==> config.mk <==
export PLATFORM = sky130hd
export DESIGN_NAME = tss_supervisor
export DESIGN_NICKNAME = d
export VERILOG_FILES = /design/src/verilog/tss_supervisor.v
export VERILOG_INCLUDE_DIRS = /design/src /design/src/verilog
export SDC_FILE = /design/constraint.sdc
export NUM_CORES = 1
export LEC_CHECK = 0
export BUFFER_PORTS_ARGS = -buffer_cell sky130_fd_sc_hd__buf_4
export CAP_MARGIN = 25
export CELL_PAD_IN_SITES_DETAIL_PLACEMENT = 0
export CELL_PAD_IN_SITES_GLOBAL_PLACEMENT = 1
export CORE_MARGIN = 2
export CORE_UTILIZATION = 42
export CTS_CLUSTER_DIAMETER = 100
export DETAILED_ROUTE_END_ITERATION = 16
export HOLD_SLACK_MARGIN = 0.15
export PLACE_DENSITY_LB_ADDON = 0.1
export SETUP_SLACK_MARGIN = 0.5
export SLEW_MARGIN = 20
export SYNTH_ARGS = -nofsm -noshare
export SYNTH_HDL_FRONTEND = slang
export SYNTH_SLANG_ARGS = --single-unit
export TNS_END_PERCENT = 10
==> constraint.sdc <==
create_clock -name clk -period 6.3 [get_ports clk]
set_input_delay 1.26 -clock clk [delete_from_list [all_inputs] [get_ports clk]]
set_output_delay 1.26 -clock clk [all_outputs]
set_load 0.1 [all_outputs]
==> src/verilog/tss_defs.vh <==
`ifndef TSS_DEFS_VH
`define TSS_DEFS_VH

// Register byte offsets on the Wishbone bus.
`define TSS_REG_SELECT      8'h00
`define TSS_REG_STATUS      8'h04
`define TSS_REG_TESTCMD     8'h08
`define TSS_REG_TAMPER_LOG  8'h0c

// Field positions.
`define TSS_SEL_LSB         0
`define TSS_SEL_MSB         1
`define TSS_ST_STATE_LSB    0
`define TSS_ST_STATE_MSB    2
`define TSS_ST_NORMAL       3
`define TSS_ST_PASS         4
`define TSS_ST_FAIL         5
`define TSS_ST_TAMPER       6
`define TSS_ST_BUSY         7
`define TSS_ST_FAIL_INTEG   8
`define TSS_ST_FAIL_ISO     9
`define TSS_ST_FAIL_SEC     10
`define TSS_CMD_START       0
`define TSS_LOG_ENCLOSURE   0
`define TSS_LOG_BATTERY     1
`define TSS_LOG_STORED      2

// Reset values.
`define TSS_SEL_RESET       2'h0
`define TSS_RDATA_RESET     32'h0000_0000

// Timing: clock period and settle time of each self-test step, in ns.
`define TSS_CLK_NS          20
`define TSS_SETTLE_NS       2000
`define TSS_SETTLE_CYC      ((`TSS_SETTLE_NS + `TSS_CLK_NS - 1) / `TSS_CLK_NS)
`define TSS_INIT_CYC        4

`endif

==> src/verilog/tss_supervisor.v <==
// Our own choices: the register offsets and register access over Wishbone.
`timescale 1ns/1ps
`include "tss_defs.vh"

module tss_supervisor (
    input  wire        clk,
    input  wire        rst_n,
    input  wire        wb_cyc_i,
    input  wire        wb_stb_i,
    input  wire        wb_we_i,
    input  wire [7:0]  wb_adr_i,
    input  wire [3:0]  wb_sel_i,
    input  wire [31:0] wb_dat_i,
    output reg  [31:0] wb_dat_o,
    output reg         wb_ack_o,
    input  wire        enclosure_open,
    input  wire        battery_fault,
    input  wire        stored_tamper,
    output reg         stored_tamper_set,
    input  wire        reset_button_n,
    input  wire        fw_integrity_ok,
    input  wire [3:0]  iso_sense,
    input  wire [3:0]  select_button_n,
    output reg         tamper_test_drive,
    input  wire        tamper_test_echo,
    output reg  [3:0]  port_enable,
    output reg  [3:0]  led_selected,
    output reg         led_fail,
    output reg         led_tamper,
    output reg         normal_mode
);

    // Run order: INIT waits a few cycles, then INTEG, ISO and SEC each settle
    // for a fixed count and judge their input at the last cycle of the step.
    // A pass ends in NORMAL and any failed step ends in FAIL.
    // TAMPERED has no exit; only a full reset leaves it, and the
    // battery-backed latch then sends the supervisor straight back there.
    // Codes seven and above are unused and fall back to TAMPERED.
    localparam [2:0] ST_INIT     = 3'h0;
    localparam [2:0] ST_INTEG    = 3'h1;
    localparam [2:0] ST_ISO      = 3'h2;
    localparam [2:0] ST_SEC      = 3'h3;
    localparam [2:0] ST_NORMAL   = 3'h4;
    localparam [2:0] ST_FAIL     = 3'h5;
    localparam [2:0] ST_TAMPERED = 3'h6;

    // The counts are integers; they are cut to the counter width on purpose,
    // and both fit easily in sixteen bits.
    localparam integer SETTLE_INT = `TSS_SETTLE_CYC;
    localparam integer INIT_INT   = `TSS_INIT_CYC;
    localparam [15:0]  SETTLE_CYC = SETTLE_INT[15:0];
    localparam [15:0]  INIT_CYC   = INIT_INT[15:0];

    // Every pin enters through two flip-flops; only the second stage is read.
    // The reset value is each pin's idle level: a tamper pin that reset high
    // would look like an attack at the first edge and latch forever.
    // The buttons idle released and the echo idles low with its drive.
    wire [13:0] pin_raw = {enclosure_open, battery_fault, stored_tamper, reset_button_n,
                           fw_integrity_ok, tamper_test_echo, iso_sense, select_button_n};
    reg  [13:0] pin_meta;
    reg  [13:0] pin_sync;
    always @(posedge clk or negedge rst_n) begin
        if (!rst_n) begin
            pin_meta <= 14'h060f;
            pin_sync <= 14'h060f;
        end else begin
            pin_meta <= pin_raw;
            pin_sync <= pin_meta;
        end
    end

    // Names for the synchronised pins.
    wire       s_enclosure = pin_sync[13];
    wire       s_battery   = pin_sync[12];
    wire       s_stored    = pin_sync[11];
    wire       s_rst_btn_n = pin_sync[10];
    wire       s_fw_ok     = pin_sync[9];
    wire       s_echo      = pin_sync[8];
    wire [3:0] s_iso       = pin_sync[7:4];
    wire [3:0] s_sel_n     = pin_sync[3:0];

    // Supervisor state and the results of the last self-test run.
    reg         rst_btn_prev;
    reg  [2:0]  state;
    reg  [2:0]  next_state;
    reg  [15:0] step_cnt;
    reg         tamper_seen;
    reg  [2:0]  tamper_log;
    reg  [2:0]  fail_cause;
    reg         test_passed;
    reg  [1:0]  select;
    reg         soft_start;

    // A request is new while ack is low, so each access acts exactly once.
    wire bus_req     = wb_cyc_i & wb_stb_i & ~wb_ack_o;
    wire bus_wr      = bus_req & wb_we_i & wb_sel_i[0];
    wire btn_press   = rst_btn_prev & ~s_rst_btn_n;
    wire tamper_now  = s_enclosure | s_battery | s_stored;
    wire step_done   = (step_cnt == SETTLE_CYC);
    wire restart     = btn_press | soft_start;

    // Tamper record: each cause is sticky until the supervisor reset. The
    // stored cause returns from the battery-backed latch after any reset, so
    // neither a power cycle nor the reset button can hide an attack.
    always @(posedge clk or negedge rst_n) begin
        if (!rst_n) begin
            tamper_log  <= 3'h0;
            tamper_seen <= 1'b0;
        end else begin
            if (s_enclosure) tamper_log[`TSS_LOG_ENCLOSURE] <= 1'b1;
            if (s_battery)   tamper_log[`TSS_LOG_BATTERY]   <= 1'b1;
            if (s_stored)    tamper_log[`TSS_LOG_STORED]    <= 1'b1;
            if (tamper_now)  tamper_seen <= 1'b1;
        end
    end

    // The backup latch is set by a held level, so a missed edge cannot lose it.
    // It is never lowered here; only the battery-backed store could forget.
    always @(posedge clk or negedge rst_n) begin
        if (!rst_n) begin
            stored_tamper_set <= 1'b0;
        end else if (tamper_seen || tamper_now) begin
            stored_tamper_set <= 1'b1;
        end
    end

    // Next-state logic; tamper overrides every other transition.
    // Tamper is checked last so that no branch above can mask it.
    always @* begin
        next_state = state;
        case (state)
            ST_INIT: begin
                if (step_cnt == INIT_CYC) next_state = ST_INTEG;
            end
            ST_INTEG: begin
                if (step_done) next_state = s_fw_ok ? ST_ISO : ST_FAIL;
            end
            ST_ISO: begin
                if (step_done) next_state = (s_iso == 4'h0) ? ST_SEC : ST_FAIL;
            end
            ST_SEC: begin
                // A held select button means user control is stuck.
                if (step_done) begin
                    if (s_echo && (s_sel_n == 4'hf)) next_state = ST_NORMAL;
                    else next_state = ST_FAIL;
                end
            end
            ST_NORMAL: begin
                if (restart) next_state = ST_INTEG;
            end
            ST_FAIL: begin
                if (restart) next_state = ST_INTEG;
            end
            ST_TAMPERED: begin
                next_state = ST_TAMPERED;
            end
            default: begin
                next_state = ST_TAMPERED;
            end
        endcase
        if (tamper_now || tamper_seen) next_state = ST_TAMPERED;
    end

    // State register, step counter and reset-button edge tracking.
    // The step counter saturates so that a long stay in NORMAL cannot wrap it.
    always @(posedge clk or negedge rst_n) begin
        if (!rst_n) begin
            state        <= ST_INIT;
            step_cnt     <= 16'h0000;
            rst_btn_prev <= 1'b1;
        end else begin
            state        <= next_state;
            rst_btn_prev <= s_rst_btn_n;
            if (next_state != state) step_cnt <= 16'h0000;
            else if (step_cnt != SETTLE_CYC) step_cnt <= step_cnt + 16'h0001;
        end
    end

    // Self-test result and cause of failure; a new run clears old causes.
    // Cause bits map integrity, isolation and security to bits 0, 1 and 2.
    always @(posedge clk or negedge rst_n) begin
        if (!rst_n) begin
            fail_cause  <= 3'h0;
            test_passed <= 1'b0;
        end else if (next_state == ST_INTEG && state != ST_INTEG) begin
            fail_cause  <= 3'h0;
            test_passed <= 1'b0;
        end else if (step_done) begin
            if (state == ST_INTEG && !s_fw_ok)       fail_cause[0] <= 1'b1;
            if (state == ST_ISO && s_iso != 4'h0)    fail_cause[1] <= 1'b1;
            if (state == ST_SEC && !(s_echo && (s_sel_n == 4'hf))) begin
                fail_cause[2] <= 1'b1;
            end
            if (state == ST_SEC && s_echo && (s_sel_n == 4'hf)) test_passed <= 1'b1;
        end
    end

    // The anti-tamper loop is exercised only during its own test step, so a
    // dead sensor loop shows as a missing echo and fails the test.
    always @(posedge clk or negedge rst_n) begin
        if (!rst_n) begin
            tamper_test_drive <= 1'b0;
        end else begin
            tamper_test_drive <= (next_state == ST_SEC);
        end
    end

    // Selection from front-panel buttons or software; lowest button wins.
    // A held button beats a software write, so the user keeps control.
    always @(posedge clk or negedge rst_n) begin
        if (!rst_n) begin
            select <= `TSS_SEL_RESET;
        end else if (state == ST_NORMAL) begin
            if (!s_sel_n[0])      select <= 2'h0;
            else if (!s_sel_n[1]) select <= 2'h1;
            else if (!s_sel_n[2]) select <= 2'h2;
            else if (!s_sel_n[3]) select <= 2'h3;
            else if (bus_wr && wb_adr_i == `TSS_REG_SELECT) begin
                select <= wb_dat_i[`TSS_SEL_MSB:`TSS_SEL_LSB];
            end
        end
    end

    // Software start of a self-test run, a single-cycle request.
    // Registered to keep the restart off the bus decode's combinational path.
    // Only bit zero of the command word is decoded; other bits are ignored.
    always @(posedge clk or negedge rst_n) begin
        if (!rst_n) begin
            soft_start <= 1'b0;
        end else begin
            soft_start <= bus_wr && (wb_adr_i == `TSS_REG_TESTCMD)
                          && wb_dat_i[`TSS_CMD_START];
        end
    end

    // Front panel and fabric enables. The selection LED resets to computer
    // zero, so it is lit while reset is held and through power-up.
    // The fail LED also lights in TAMPERED, since that is a failed state too.
    always @(posedge clk or negedge rst_n) begin
        if (!rst_n) begin
            port_enable  <= 4'h0;
            led_selected <= 4'h1;
            led_fail     <= 1'b0;
            led_tamper   <= 1'b0;
            normal_mode  <= 1'b0;
        end else begin
            led_selected <= 4'h1 << select;
            led_fail     <= (next_state == ST_FAIL) || (next_state == ST_TAMPERED);
            led_tamper   <= (next_state == ST_TAMPERED);
            normal_mode  <= (next_state == ST_NORMAL);
            if (next_state == ST_NORMAL) port_enable <= 4'h1 << select;
            else port_enable <= 4'h0;
        end
    end

    // The status word is built once, so the read select below stays plain.
    wire        test_busy   = (state != ST_NORMAL) && (state != ST_FAIL)
                              && (state != ST_TAMPERED);
    wire [31:0] status_word = {21'h0, fail_cause, test_busy, state == ST_TAMPERED,
                               state == ST_FAIL, test_passed, state == ST_NORMAL, state};

    // Wishbone classic slave: one wait state, unmapped addresses read zero.
    // The ack is registered, so it comes one cycle after the request is taken;
    // a write acts at that taking edge, which is safe because a classic master
    // holds the request until it sees the ack.
    always @(posedge clk or negedge rst_n) begin
        if (!rst_n) begin
            wb_ack_o <= 1'b0;
            wb_dat_o <= `TSS_RDATA_RESET;
        end else begin
            wb_ack_o <= bus_req;
            wb_dat_o <= `TSS_RDATA_RESET;
            if (bus_req && !wb_we_i) begin
                case (wb_adr_i)
                    `TSS_REG_SELECT: begin
                        wb_dat_o <= {30'h0, select};
                    end
                    `TSS_REG_STATUS: begin
                        wb_dat_o <= status_word;
                    end
                    `TSS_REG_TAMPER_LOG: begin
                        wb_dat_o <= {29'h0, tamper_log};
                    end
                    default: begin
                        wb_dat_o <= `TSS_RDATA_RESET;
                    end
                endcase
            end
        end
    end

endmodule

-- Word level (Yosys, flattened, before mapping)
Index checks and enable logic that the tools add are counted.
- add/sub/neg operators: 1
- equal/unequal tests: 24
- shifts and indexed selects: 1
- mux-type cells: 28
- bitwise logic cells: 10
- reductions and logical operators: 34
- operator list (cell ; count):
    one-hot mux 11 bit (3 select lines) ; 1
    2-to-1 mux 16 bit ; 2
    2-to-1 mux 32 bit ; 1
    2-to-1 mux 3 bit ; 10
    == test 3 bit, second input constant ; 6
    adder 16 x 1 -> 16 bit, second input constant ; 1
    == test 16 x 3 -> 1 bit, second input constant ; 1
    == test 16 x 7 -> 1 bit, second input constant ; 1
    == test 8 x 4 -> 1 bit, second input constant ; 2
    != test 16 x 7 -> 1 bit, second input constant ; 1
    one-hot mux 3 bit (5 select lines) ; 1
    logical AND 1 bit ; 13
    nonzero test 2 bit ; 6
    2-to-1 mux 2 bit ; 5
    AND reduction 2 bit ; 5
    == test 3 x 2 -> 1 bit, second input constant ; 3
    != test 3 bit, second input constant ; 3
    == test 8 x 3 -> 1 bit, second input constant ; 1
    logical NOT 8 bit ; 1
    2-to-1 mux 1 bit ; 7
    == test 3 x 1 -> 1 bit, second input constant ; 2
    bitwise AND 1 bit ; 5
    != test 5 x 4 -> 1 bit, second input constant ; 1
    == test 4 bit, second input constant ; 1
    other kinds (12) ; 18
- register bits: 105
- input port bits: 63
- output and inout bits: 46

-- Logic depth before layout (Yosys ltp)
- depth in word-level cells: 10
- mapped depth: 9

-- Worst setup path after synthesis
No wires, ideal clock.
- path kind: input to register
- from: input wb_adr_i[1]
- to: register select[1]
- arrival: 2.351 ns
- required time: 6.204 ns
- slack: 3.853 ns
- stages on the path: 5
- cells stage by stage: nor4_1 > nand3_1 > nor4_1 > o311ai_0 > o31ai_1
- longest elaborated chain between the ends: 4
- ends and longest elaborated chain (what ; RTL line ; RTL):
    start: declaration ; tss_supervisor.v:11 ; input wire [7:0] wb_adr_i,
    logical NOT 8 bit (no line) ; - ;
    logical AND 1 bit (no line) ; - ;
    != test 5 x 4 -> 1 bit (no line) ; - ;
    AND reduction 2 bit (no line) ; - ;
    end signal: assignment ; tss_supervisor.v:212 ; select <= `TSS_SEL_RESET;
    end signal: assignment ; tss_supervisor.v:219 ; select <= wb_dat_i[`TSS_SEL_MSB:`TSS_SEL_LSB];
    end: declaration ; tss_supervisor.v:91 ; reg [1:0] select;
Every way passes these cells.
A chain may end at the register's enable or synchronous reset.

-- Final worst setup path
- from: register pin_sync[5]
- to: register step_cnt[2]
- longest elaborated chain between the ends: 7
- elaborated cells on any way between the ends: 8
- classes of those cells: eq/ne (1); mux (5); reduce/logical (2)
- ends and longest elaborated chain (what ; RTL line ; RTL):
    start: declaration ; tss_supervisor.v:61 ; reg [13:0] pin_sync;
    start signal: assignment ; tss_supervisor.v:68 ; pin_sync <= pin_meta;
    logical NOT 4 bit (*) ; tss_supervisor.v:139 ; if (step_done) next_state = (s_iso == 4'h0) ? ST_SEC : ST_FAIL;
    2-to-1 mux 3 bit (*) (2 in series) ; tss_supervisor.v:139 ;
    one-hot mux 3 bit (5 select lines) (*) ; tss_supervisor.v:131 ; case (state)
    2-to-1 mux 3 bit (*) ; tss_supervisor.v:161 ; if (tamper_now || tamper_seen) next_state = ST_TAMPERED;
    != test 3 bit (*) ; tss_supervisor.v:174 ; if (next_state != state) step_cnt <= 16'h0000;
    2-to-1 mux 16 bit or nonzero test 2 bit (tied branches) ; - ;
    end signal: assignment ; tss_supervisor.v:175 ; else if (step_cnt != SETTLE_CYC) step_cnt <= step_cnt + 16'h0001;
    end: declaration ; tss_supervisor.v:86 ; reg [15:0] step_cnt;
Mark *: on every way between the ends. The rest lies on a longest branch, timed or not.

==> impl_metrics.json <==
{
  "outcome": "completed",
  "ys_ff_latch": 84,
  "rsz0062_at_grt": "false",
  "reg2reg_depth": 6,
  "yosysMostFrequentCell": "dfrtp_1",
  "die-area_sq_mm": 0.00896,
  "seq_area_frac_synth_pct": 61.4,
  "drive_gt1_share_pct": 27.7,
  "grt_use_met2_pct": 22.8,
  "grt.overflow.total": 0,
  "cts.clk_slew.worst_paths_ns": 0.09,
  "core_region_area_sq_mm": 0.00809,
  "reg2reg_slack_ns": 3.69,
  "fin_crit_sh_pct": 41.5,
  "synth_common_cells": "dfrtp_1, nor2_1, buf_4",
  "p_leak_nw": 1.90,
  "hpwl_um": 4360,
  "fin_skew_ns": 0.00948,
  "placed_area_sq_mm": 0.00387,
  "syn_avg_cell_area_sq_um": 11.7,
  "routed_via_density": 4.80,
  "critPathSlowestCell": "nor4_1",
  "rows": 33,
  "whs_ns": 0.354,
  "synthCells": 296,
  "worstSetupStartpointType": "flip-flop",
  "yosys_warnings": 0,
  "r2r_start": "pin_sync[5]",
  "first_pass_iters": 4,
  "io_buffers": 54,
  "synth_ff_type": "dfrtp_1",
  "yosysTopAreaCell": "dfrtp_1",
  "holdBufCountCts": 0,
  "gr-usage-met1_pct": 20.9,
  "hold_viol": 0,
  "cts_tree": "done",
  "setup_viol": 0,
  "synth_top_area_share_pct": 50.7,
  "cts_buffer_depth": 2,
  "nFillCells": 758,
  "dp_slack_ns": 3.54,
  "post_cts_resize_count": 0,
  "synth_edf_count": 0,
  "hold_depth": 0,
  "grt_use_total_pct": 15.2,
  "worst_slack_ns": 3.69,
  "crit_fanout": 16,
  "slew_headroom_pct": 51.2,
  "clkLatencyLatePin_ns": 0.36,
  "fmax_ghz": 0.383,
  "drc_errors": 0,
  "period_minus_slack_ns": 2.61,
  "clock_sink_count": 84,
  "pin_count": 109,
  "cpMostUsedCell": "nor4_1",
  "busiest_layer": "met2",
  "synth_area_leaders": "dfrtp_1, dfstp_2, buf_4, nor2_1, nand2_1",
  "syn_area_sq_mm": 0.00345,
  "cp_cell_sequence": "nor4_1, nor2b_1, or2_0, a2111oi_1, o22ai_2, nor4_1",
  "finalWeightedCongestion": 0.778,
  "synth.distinct_cells": 51,
  "critPathArrivalTime_ns": 2.87,
  "min_from": "pin_meta[6]",
  "fp.dieH_um": 94.7,
  "diodes": 0,
  "numCtsBuffers": 9,
  "post_cts_buffers": 0,
  "finalSetupTns_ns": 0,
  "finalMaxSlewViolations": 0,
  "die_width_um": 94.7,
  "area_growth_pct": 17.6,
  "first_global_vias": 2170,
  "end_kind": "flip-flop",
  "drt_iter0_drc": 93,
  "wl_um": 6300,
  "finalPower_mw": 1.17,
  "ir_drop_uv": 142,
  "min_to": "pin_sync[6]",
  "grt_antenna_before_repair": 0,
  "routedWlPerCell_um": 13.6,
  "slowest_delay_ns": 0.56,
  "htreeDepth": 3,
  "powerDensity_mw_per_mm2": 288,
  "r2r_end": "step_cnt[2]",
  "stdcell_area_sq_mm": 0.00406,
  "crit_type": "flip-flop to flip-flop",
  "clock-root-buffer": "clkbuf_8",
  "grt_first_pass_wirelength_um": 10300,
  "hp-class": "flip-flop to flip-flop",
  "ant_nets": 0,
  "tightest_slew_ns": 0.733,
  "cp.required_ns": 6.56,
  "synthArstFlopShare_pct": 100,
  "num_vias": 2219,
  "grt_max_degree": 85,
  "drv_cap": 0,
  "grtUsageMet3_pct": 3.91,
  "fin_nets": 417,
  "initial_core_util_pct": 42.7
}
## per-layer routing
metal  routed length (um)  share of wire, %
met2                 2990                47
met3                  333               5.3
met5                    0                 0
met1                 2880                46
met4                   94               1.5
## metrics by stage
| stage | util [%] | std cells |
|---|---|---|
| 6_report | 50.2 | 462 |
| 5_1_grt | 50.2 | 462 |
| 4_1_cts | 50.1 | 462 |
| 3_5_place_dp | 47.8 | 446 |
| 3_3_place_gp | 47.8 | 446 |
| 2_1_floorplan | - | 316 |
## flip-flops by register name, summed over array words and instances, names as in the netlist, 2 cells and up
register / flops
port_enable: 4
state: 3
select: 2
tamper_log: 3
led_selected: 4
fail_cause: 3
wb_dat_o: 11
pin_sync: 14
pin_meta: 14
step_cnt: 16
## worst max path at each step
stage,startpoint,to,slack (ns),depth (start not counted)
floorplan,wb_adr_i[1],select[1],3.85,5
global placement,wb_adr_i[1],select[1],3.55,6
detailed placement,wb_adr_i[1],select[1],3.54,6
CTS,pin_sync[5],step_cnt[2],3.65,6
global route,pin_sync[5],step_cnt[2],3.41,6
finish,pin_sync[5],step_cnt[2],3.69,6
## cell type report
class	count	area, sq um	area share, %
clock buffers	9	124	3.05
clock inverters	7	65.1	1.60
inverters	9	33.8	0.832
multi-input cells	194	1180	29.0
flip-flops and latches	84	2120	52.2
well taps	105	131	3.24
repair buffers	54	409	10.1
## report_power, final
group          switching [mW]  total [mW]  internal [mW]
clock                   0.211       0.364          0.152
combinational           0.125       0.190         0.0642
sequential             0.0393       0.618          0.579
## worst max-delay path: cells and delay by family (launching register included)
kind	cells	cell delay (ns)
AO/OA/AOI/OAI	2	0.83
AND/OR/NAND/NOR	4	1.31
flip-flops	1	0.37
## placed cells by master (no fill, tap or decap), types with 5 or more instances in the layout
cell and n:
dfrtp_1 70, buf_4 53, nor2_1 34, conb_1 21, nand2_1 20, dfstp_2 14
nor3_1 13, and3_1 11, inv_1 9, clkbuf_8 9, xnor2_1 8, nor2b_1 7
nand3_1 6, xor2_1 6, nor4_1 5, a21oi_1 5
## logic make-up (layout without fill, tap and decap cells)
logic type	Yosys count	after routing	synth area share (%)
xor+xnor	14	14	3.55
fa+ha+maj	2	2	0.725
mux	4	4	1.16
simple gates	126	126	20.8
compound gates	27	27	5.54
other cells	1	21	0.109
buf+inv	38	79	6.70
flops	84	84	61.4
(Power assumes the default switching activity.)
